--- config.mk ---
export PLATFORM = sky130hd
export DESIGN_NAME = eeprom_core_flat
export DESIGN_NICKNAME = d
export VERILOG_FILES = /design/src/design/eeprom_pkg.sv /design/src/design/eeprom_sfr_if.sv /design/src/design/eeprom_core.sv /design/src/flat_wrapper.sv
export SDC_FILE = /design/constraint.sdc
export NUM_CORES = 1
export LEC_CHECK = 0
export ABC_AREA = 1
export BUFFER_PORTS_ARGS = -buffer_cell sky130_fd_sc_hd__buf_2
export CELL_PAD_IN_SITES_DETAIL_PLACEMENT = 1
export CELL_PAD_IN_SITES_GLOBAL_PLACEMENT = 1
export CORE_MARGIN = 2
export CORE_UTILIZATION = 34
export DETAILED_ROUTE_END_ITERATION = 12
export GPL_TIMING_DRIVEN = 0
export PLACE_DENSITY = 0.87
export SETUP_SLACK_MARGIN = 0.5
export SYNTH_ARGS = -nofsm -noshare
export SYNTH_HDL_FRONTEND = slang
export SYNTH_SLANG_ARGS = --single-unit
--- constraint.sdc ---
create_clock -name i_clk -period 1.5 [get_ports i_clk]
set_clock_uncertainty 0.1 [all_clocks]
set_input_delay 0.375 -clock i_clk [delete_from_list [all_inputs] [get_ports i_clk]]
set_output_delay 0.375 -clock i_clk [all_outputs]
set_load 0.01 [all_outputs]
--- src/design/eeprom_pkg.sv ---
package eeprom_pkg;

    // ********************************
    // Timing
    // ********************************
    localparam int CLK_PERIOD_PS = 5000;
    localparam int WRITE_TIME_NS = 1000;
    localparam int READ_TIME_NS = 20;
    localparam int WRITE_CYCLES =
        (WRITE_TIME_NS * 1000 + CLK_PERIOD_PS - 1) / CLK_PERIOD_PS;
    localparam int READ_CYCLES =
        (READ_TIME_NS * 1000 + CLK_PERIOD_PS - 1) / CLK_PERIOD_PS;
    localparam int CNT_W = 9;
    localparam int JITTER_W = 4;

    // ********************************
    // Array
    // ********************************
    localparam int DEPTH_SMALL = 64;
    localparam int DEPTH_MID = 128;
    localparam int DEPTH_LARGE = 256;

    // ********************************
    // Register map
    // ********************************
    localparam logic [7:0] CTRL_OFFSET = 8'h40;
    localparam logic [7:0] CTRL_SECTOR = 8'h01;
    localparam logic [7:0] SECTOR_ZERO = 8'h00;
    localparam logic [7:0] ADDR_OFFSET = 8'h1E;
    localparam logic [7:0] DATA_OFFSET = 8'h1F;
    localparam logic [7:0] BYTE_ZERO = 8'h00;

    localparam int WRITE_EN_BIT = 3;
    localparam int WR_BIT = 2;
    localparam int READ_EN_BIT = 1;
    localparam int RD_BIT = 0;

    localparam logic [7:0] CTRL_OFF = 8'h00;
    localparam logic [7:0] CTRL_READ_EN = 8'h02;
    localparam logic [7:0] CTRL_READ_GO = 8'h03;
    localparam logic [7:0] CTRL_WRITE_EN = 8'h08;
    localparam logic [7:0] CTRL_WRITE_GO = 8'h0C;

    // ********************************
    // Write timer jitter source
    // ********************************
    localparam logic [7:0] LFSR_SEED = 8'h01;
    localparam logic [7:0] LFSR_TAPS = 8'hB8;

endpackage : eeprom_pkg

--- src/design/eeprom_sfr_if.sv ---
`timescale 1ns/1ps
interface eeprom_sfr_if;
    logic [7:0] sfr_addr;
    logic [7:0] sfr_sector;
    logic sfr_wr;
    logic sfr_rd;
    logic [7:0] sfr_wdata;
    logic flag_clear;
    logic [7:0] sfr_rdata;
    logic write_done_flag;
    logic multi_func_flag;

    modport device (
        input sfr_addr, sfr_sector, sfr_wr, sfr_rd, sfr_wdata, flag_clear,
        output sfr_rdata, write_done_flag, multi_func_flag
    );
    modport core (
        output sfr_addr, sfr_sector, sfr_wr, sfr_rd, sfr_wdata, flag_clear,
        input sfr_rdata, write_done_flag, multi_func_flag
    );
endinterface : eeprom_sfr_if

--- src/design/eeprom_core.sv ---
`timescale 1ns/1ps
module eeprom_core (
    input wire logic i_clk,
    input wire logic i_reset_n,
    eeprom_sfr_if.core bus,
    input wire logic i_req,
    input wire logic i_req_write,
    input wire logic [7:0] i_req_addr,
    input wire logic [7:0] i_req_data,
    output logic o_busy,
    output logic o_done,
    output logic [7:0] o_rdata,
    output logic o_global_interrupt_enable
);

    // ********************************
    // State
    // ********************************
    typedef enum logic [3:0] {
        S_IDLE, S_PTR, S_RD_EN, S_RD_ADDR, S_RD_GO, S_WR_ADDR, S_WR_DATA,
        S_WR_EN, S_WR_GO, S_GIE_ON, S_POLL, S_POLL_WAIT, S_POLL_EVAL,
        S_CLEAN, S_FETCH, S_FETCH_WAIT
    } step_t;

    typedef struct packed {
        step_t step;
        logic is_write;
        logic [7:0] addr;
        logic [7:0] data;
        logic [7:0] pointer_one_low;
        logic [7:0] pointer_one_high;
        logic [7:0] sfr_addr;
        logic sfr_wr;
        logic sfr_rd;
        logic [7:0] sfr_wdata;
        logic flag_clear;
        logic busy;
        logic done;
        logic [7:0] rdata;
        logic gie;
    } core_t;

    core_t st_r;
    core_t st_nxt;

    always_comb
    begin
        st_nxt = st_r;
        st_nxt.sfr_wr = 1'b0;
        st_nxt.sfr_rd = 1'b0;
        st_nxt.flag_clear = 1'b0;
        st_nxt.done = 1'b0;
        unique case (st_r.step)
            S_IDLE:
            begin
                if (i_req)
                begin
                    st_nxt.is_write = i_req_write;
                    st_nxt.addr = i_req_addr;
                    st_nxt.data = i_req_data;
                    st_nxt.busy = 1'b1;
                    st_nxt.step = S_PTR;
                end
            end
            S_PTR:
            begin
                st_nxt.pointer_one_low = eeprom_pkg::CTRL_OFFSET;
                st_nxt.pointer_one_high = eeprom_pkg::CTRL_SECTOR;
                st_nxt.step = st_r.is_write ? S_WR_ADDR : S_RD_EN;
            end
            S_RD_EN:
            begin
                st_nxt.sfr_wr = 1'b1;
                st_nxt.sfr_addr = st_r.pointer_one_low;
                st_nxt.sfr_wdata = eeprom_pkg::CTRL_READ_EN;
                st_nxt.step = S_RD_ADDR;
            end
            S_RD_ADDR, S_WR_ADDR:
            begin
                st_nxt.sfr_wr = 1'b1;
                st_nxt.sfr_addr = eeprom_pkg::ADDR_OFFSET;
                st_nxt.sfr_wdata = st_r.addr;
                st_nxt.step = st_r.is_write ? S_WR_DATA : S_RD_GO;
            end
            S_RD_GO:
            begin
                st_nxt.sfr_wr = 1'b1;
                st_nxt.sfr_addr = st_r.pointer_one_low;
                st_nxt.sfr_wdata = eeprom_pkg::CTRL_READ_GO;
                st_nxt.step = S_POLL;
            end
            S_WR_DATA:
            begin
                st_nxt.sfr_wr = 1'b1;
                st_nxt.sfr_addr = eeprom_pkg::DATA_OFFSET;
                st_nxt.sfr_wdata = st_r.data;
                st_nxt.gie = 1'b0;
                st_nxt.step = S_WR_EN;
            end
            S_WR_EN:
            begin
                st_nxt.sfr_wr = 1'b1;
                st_nxt.sfr_addr = st_r.pointer_one_low;
                st_nxt.sfr_wdata = eeprom_pkg::CTRL_WRITE_EN;
                st_nxt.step = S_WR_GO;
            end
            S_WR_GO:
            begin
                // Back to back with the enable write, nothing between
                st_nxt.sfr_wr = 1'b1;
                st_nxt.sfr_addr = st_r.pointer_one_low;
                st_nxt.sfr_wdata = eeprom_pkg::CTRL_WRITE_GO;
                st_nxt.step = S_GIE_ON;
            end
            S_GIE_ON:
            begin
                st_nxt.gie = 1'b1;
                st_nxt.step = S_POLL;
            end
            S_POLL:
            begin
                st_nxt.sfr_rd = 1'b1;
                st_nxt.sfr_addr = st_r.pointer_one_low;
                st_nxt.step = S_POLL_WAIT;
            end
            S_POLL_WAIT:
            begin
                st_nxt.step = S_POLL_EVAL;
            end
            S_POLL_EVAL:
            begin
                // Completion seen through the start bit
                if (bus.sfr_rdata[st_r.is_write ? eeprom_pkg::WR_BIT
                                                : eeprom_pkg::RD_BIT])
                begin
                    st_nxt.step = S_POLL;
                end
                else
                begin
                    st_nxt.sfr_wr = 1'b1;
                    st_nxt.sfr_addr = st_r.pointer_one_low;
                    st_nxt.sfr_wdata = eeprom_pkg::CTRL_OFF;
                    st_nxt.flag_clear = st_r.is_write;
                    st_nxt.step = S_CLEAN;
                end
            end
            S_CLEAN:
            begin
                // Sector 0 again keeps stray writes off control
                st_nxt.pointer_one_high = eeprom_pkg::SECTOR_ZERO;
                if (st_r.is_write)
                begin
                    st_nxt.busy = 1'b0;
                    st_nxt.done = 1'b1;
                    st_nxt.step = S_IDLE;
                end
                else
                begin
                    st_nxt.sfr_rd = 1'b1;
                    st_nxt.sfr_addr = eeprom_pkg::DATA_OFFSET;
                    st_nxt.step = S_FETCH;
                end
            end
            S_FETCH:
            begin
                st_nxt.step = S_FETCH_WAIT;
            end
            S_FETCH_WAIT:
            begin
                st_nxt.rdata = bus.sfr_rdata;
                st_nxt.busy = 1'b0;
                st_nxt.done = 1'b1;
                st_nxt.step = S_IDLE;
            end
        endcase
    end

    always_ff @(posedge i_clk or negedge i_reset_n)
    begin
        if (!i_reset_n)
        begin
            st_r <= '0;
            st_r.step <= S_IDLE;
            st_r.gie <= 1'b1;
        end
        else
        begin
            st_r <= st_nxt;
        end
    end

    assign bus.sfr_addr = st_r.sfr_addr;
    assign bus.sfr_sector = st_r.pointer_one_high;
    assign bus.sfr_wr = st_r.sfr_wr;
    assign bus.sfr_rd = st_r.sfr_rd;
    assign bus.sfr_wdata = st_r.sfr_wdata;
    assign bus.flag_clear = st_r.flag_clear;
    assign o_busy = st_r.busy;
    assign o_done = st_r.done;
    assign o_rdata = st_r.rdata;
    assign o_global_interrupt_enable = st_r.gie;

endmodule : eeprom_core

--- src/flat_wrapper.sv ---
// flat-port wrapper written by rule: the top's interface ports become plain ports
module eeprom_core_flat 
  (i_clk, i_reset_n, i_req, i_req_write, i_req_addr, i_req_data, o_busy, o_done, o_rdata, o_global_interrupt_enable, bus_sfr_addr, bus_sfr_sector, bus_sfr_wr, bus_sfr_rd, bus_sfr_wdata, bus_flag_clear, bus_sfr_rdata, bus_write_done_flag, bus_multi_func_flag);
  eeprom_sfr_if bus_i ();
  input wire logic i_clk;
  input wire logic i_reset_n;
  input wire logic i_req;
  input wire logic i_req_write;
  input wire logic [7:0] i_req_addr;
  input wire logic [7:0] i_req_data;
  output logic o_busy;
  output logic o_done;
  output logic [7:0] o_rdata;
  output logic o_global_interrupt_enable;
  output wire logic [$bits(bus_i.sfr_addr)-1:0] bus_sfr_addr;
  output wire logic [$bits(bus_i.sfr_sector)-1:0] bus_sfr_sector;
  output wire logic [$bits(bus_i.sfr_wr)-1:0] bus_sfr_wr;
  output wire logic [$bits(bus_i.sfr_rd)-1:0] bus_sfr_rd;
  output wire logic [$bits(bus_i.sfr_wdata)-1:0] bus_sfr_wdata;
  output wire logic [$bits(bus_i.flag_clear)-1:0] bus_flag_clear;
  input wire logic [$bits(bus_i.sfr_rdata)-1:0] bus_sfr_rdata;
  input wire logic [$bits(bus_i.write_done_flag)-1:0] bus_write_done_flag;
  input wire logic [$bits(bus_i.multi_func_flag)-1:0] bus_multi_func_flag;
  assign bus_sfr_addr = bus_i.sfr_addr;
  assign bus_sfr_sector = bus_i.sfr_sector;
  assign bus_sfr_wr = bus_i.sfr_wr;
  assign bus_sfr_rd = bus_i.sfr_rd;
  assign bus_sfr_wdata = bus_i.sfr_wdata;
  assign bus_flag_clear = bus_i.flag_clear;
  assign bus_i.sfr_rdata = bus_sfr_rdata;
  assign bus_i.write_done_flag = bus_write_done_flag;
  assign bus_i.multi_func_flag = bus_multi_func_flag;
  eeprom_core u_core (.i_clk(i_clk), .i_reset_n(i_reset_n), .bus(bus_i), .i_req(i_req), .i_req_write(i_req_write), .i_req_addr(i_req_addr), .i_req_data(i_req_data), .o_busy(o_busy), .o_done(o_done), .o_rdata(o_rdata), .o_global_interrupt_enable(o_global_interrupt_enable));
endmodule
; Word-level counts from Yosys, hierarchy flattened
; Index checks and enable logic that the tools add are counted.
[totals]
inputBits = 30
word_cells = 74
register_bits = 60
[classes]
mux = 25
reduce_logical = 14
n_eq_ne = 19
n_lt_le_gt_ge = 1
[op_table]
columns = operator, count
row1 = case mux 4 bit (14 select lines), 1
row2 = case mux 8 bit (7 select lines), 1
row3 = case mux 8 bit (5 select lines), 1
row4 = "equality test 4 bit, second input constant", 8
row5 = "< comparator 32 x 5 -> 1 bit, second input constant", 1
row6 = 2-to-1 mux 21 bit, 1
row7 = 2-to-1 mux 9 bit, 2
row8 = "equality test 4 x 3 -> 1 bit, second input constant", 4
row9 = case mux 8 bit (2 select lines), 1
row10 = "equality test 4 x 2 -> 1 bit, second input constant", 2
row11 = 2-to-1 mux 8 bit, 1
row12 = case mux 1 bit (2 select lines), 4
row13 = nonzero test 7 bit, 1
row14 = OR reduction 7 bit, 1
row15 = 2-to-1 mux 2 bit, 3
row16 = 2-to-1 mux 3 bit, 2
row17 = "!= test 2 bit, second input constant", 3
row18 = AND reduction 3 bit, 2
row19 = 2-to-1 mux 1 bit, 5
row20 = nonzero test 5 bit, 1
row21 = OR reduction 5 bit, 1
row22 = "equality test 4 x 1 -> 1 bit, second input constant", 1
row23 = zero test 4 bit, 1
row24 = 2-to-1 mux 4 bit, 1
row25 = other kinds (7), 10

; Depth between registers and ports, before layout
[logic_depth]
word_depth = 6
ltp_mapped = 10
depth_no_buf = 9

; Worst setup path after synthesis
; OpenSTA, ideal clock, no wires.
[synth_timing]
path_type = flip-flop to flip-flop
start = reg u_core.st_r[65] in the netlist's numbering
end = reg u_core.st_r, in the netlist u_core.bus.sfr_addr[6]
slack_ns = 0.085
arrival_ns = 1.195
synth_period_minus_slack_ns = 1.415
setup_time_ns = 0.120
required_ns = 1.280
path_stages_with_launch = 9
cell_sequence = dfrtp_1 > nor2_1 > nand3_1 > nand2_4 > nor2_1 > nand2_1 > nand2_1 > nand2_1 > nand2_1
[synth_via]
elab_chain_cells = 4
[synth_lines]
columns = item, line
row1 = from (decl), eeprom_core.sv:43  ; core_t st_r;
row2 = from (signal assigned), eeprom_core.sv:188  ; st_r <= st_nxt;
row3 = "equality test 4 bit, or another cell as far along", eeprom_core.sv:53  ; unique case (st_r.step)
row4 = OR reduction 5 bit (no line) / OR reduction 2 bit (equally long branches), n/a
row5 = nonzero test 5 bit (no line), n/a
row6 = AND reduction 3 bit (no line), n/a
; Several ways; a longest one is shown, not always the timed one.
; A chain may end at the register's enable or synchronous reset.

; Worst setup path after layout
; Ends and elaborated chain as after synthesis.

==> metrics.cfg <==
[critical_path]
rrSetupSlack_ns=-0.11
end_kind=flip-flop
cp_data_arrival_time_ns=1.71
crit_fanout=7
cp_num_buf_inv=0
crit_family=flip-flops
r2r-start=u_core.st_r[65]
r2r_cells=7
critical-path-slowest-cell=dfrtp_2
slowest_delay_ns=0.59
cp_cell_sequence=nand2_4 > o21ai_1 > nor2_2 > nand2_2 > nand2_4 > nand2_2 > nand2_1
required_ns=1.60
path_class=flip-flop to flip-flop
r2r-end=u_core.bus.sfr_addr[6]
cp-start-kind=flip-flop

[cells_and_area]
multi_input_area_sq_um=1230
area_growth_pct=67.4
stdcell_count=482
drive_gt1_frac=0.602
seq_area_sq_um=1210
antenna_cells=0
fill_cells=747
fin_nets=431

[logic_synthesis]
postSynthAreaPerCell_sq_um=8.45
synth-async-reset-ratio=1.00
synth_enable_flop_cells=0
netlist_top_cells_count=100 x nand2_1, 47 x dfrtp_1, 33 x buf_4
yosysWarningCount=0
synth_area_sq_um=2360
ys_types=26
synthFlopType=dfrtp_1
synth_seq_cells=48
synthCells=279
yosysMostFrequentCell=nand2_1
synth_top_area_share=0.499
ys_seq_area_frac=0.510
yosysTopAreaCell=dfrtp_1
yosys-top-cells-area=dfrtp_1 50%, nand2_1 16%, buf_4 11%

[route]
vias=2396
wl_per_cell_um=18.5
vias_per_cell=4.97
first_pass_iters=4
routed_wl_mm=8.90
drc=0
drt-initial-drc-count=109
ant_nets=0

[cts]
htree_levels=2
postCtsHoldBufs=0
clk_pin_slew_ns=0.10
root_buffer=clkbuf_8
clkSinkCount=48
clock_latency_ns=0.31
cts_tree=yes
cts_buffer_depth=2
numCtsBuffers=5

[die]
die_area_sq_um=7620
die_w_um=87.3
io_pins=68
die_h_um=87.3
std_cell_rows=30
core_area_sq_um=6760
start_util=0.349

[timing]
fmaxAchievable_ghz=0.621
fin_tns_setup_ns=-1.11
rsz0062_at_grt=true
hold_ws_ns=-0.0233
finalWorstSetupSlack_ns=-0.110
fin_crit_ns=1.61
setup-violations-final=21
relSlewSlack=0.589
tightest_slew_ns=0.616
period_share=1.07
finalHoldViolations=30
maxSlewViolCount=0

[placed_design]
dp_hpwl_mm=4.47
numPortBuffers=56
dp_cells=423
routabilityCongestion=0.877

[grt]
overflow=0
antenna_found_initial=0
grt_max_degree=49
grtUsageTotal=0.208
first_global_vias=2468
grt_pass1_wl_mm=12.2

[run_status]
status=complete, but fails checks
violations=negative hold slack, negative setup slack

[min_path]
hp-class=input pin to asynchronous set/reset pin

[pwr]
p_per_area_nw_per_um2=2180
p_leak_uw=0.00204
peakVddDrop_v=0.000631

[flow_run]
max_cap_viol_count=0

[final cells by class]
class                      instances  share of cell area
timing repair buffer             105               0.216
tap                               80              0.0254
multi-input combinational        189               0.312
buffer                            36              0.0971
inverter                          16              0.0222
clock inverter                     1             0.00127
clock buffer                       7              0.0193
sequential                        48               0.306
[placed cells by master, fill, tap and decap left out, types with 4 or more instances in the layout]
cell type and count:
buf_6 58, buf_2 30, mux2_4 7, dfrtp_2 5, a22oi_2 4, nand3_1 9
dfrtp_1 42, buf_4 49, nor2_4 11, inv_1 5, nand2_2 19, conb_1 9
inv_4 6, o21ai_1 4, nor2_2 5, nand2_1 73, clkbuf_8 5, a21oi_2 6
o21ai_2 5, nand2_4 11, nor2_1 7
[timing repair]
action                     CTS  global route
pin swaps                   17             8
gates resized for setup     92            46
setup buffers               34            15
setup endpoints to repair  124            77
cloned                       2             0
[how the worst max path moves through the flow]
stage,startpoint,end,slack [ns],cells past startpoint
6_report,u_core.st_r[65],u_core.bus.sfr_addr[6],-0.11,7
4_1_cts,u_core.bus.sfr_addr[4],bus_sfr_addr[2],0.01,2
3_3_place_gp,u_core.st_r[66],u_core.bus.sfr_addr[6],-0.11,6
3_5_place_dp,u_core.st_r[66],u_core.bus.sfr_addr[6],-0.14,6
5_1_grt,u_core.st_r[65],u_core.bus.sfr_addr[6],-0.17,7
2_1_floorplan,u_core.st_r[66],u_core.bus.sfr_addr[6],0.15,8
[logic make-up after synthesis]
logic type / count (synthesis) / share of synthesized area
flip-flops: 48 / 0.510
AND/OR/NAND/NOR: 142 / 0.250
multiplexers: 7 / 0.0334
other: 1 / 0.00159
AO/OA/AOI/OAI: 29 / 0.0685
buffers and inverters: 52 / 0.136
[per-stage QoR]
step | cell area, sq um | setup slack (ns) | hold WS, ns | power, uW | util
4_1_cts | 3680 | 0.0146 | 0.00330 | 7650 | 0.544
5_1_grt | 3950 | -0.175 | 0.0202 | 9080 | 0.584
3_5_place_dp | 2930 | -0.135 | 0.354 | 5430 | 0.434
2_1_floorplan | 2550 | 0.150 | -0.0206 | 4510 | -
6_report | 3950 | -0.110 | -0.0233 | 8600 | 0.584
3_3_place_gp | 2930 | -0.109 | 0.346 | 5290 | 0.434
[routing by layer]
layer,vias up,part of all wire,global-route usage
li1,1092,-,-
met1,1199,0.39,0.238
met2,80,0.54,0.395
met3,25,0.033,0.0284
met4,0,0.037,0.0643
met5,-,0,0
[power by group]
part	leakage [uW]	internal, uW	switching, uW
clock network	0.0000422	329	444
logic	0.00141	2710	2690
registers	0.000592	1870	561
total	0.00204	4900	3700
[flip-flops by register name (all words and copies together), names as in the netlist]
name                              cells
u_core.bus.sfr_wr                     1
u_core.o_busy                         1
u_core.o_done                         1
u_core.bus.sfr_rd                     1
u_core.o_rdata                        8
u_core.bus.sfr_addr                   3
u_core.bus.sfr_wdata                  8
u_core.o_global_interrupt_enable      1
u_core.bus.sfr_sector                 1
u_core.st_r                          22
u_core.bus.flag_clear                 1
Note: power is estimated with default switching activity, not from simulation.
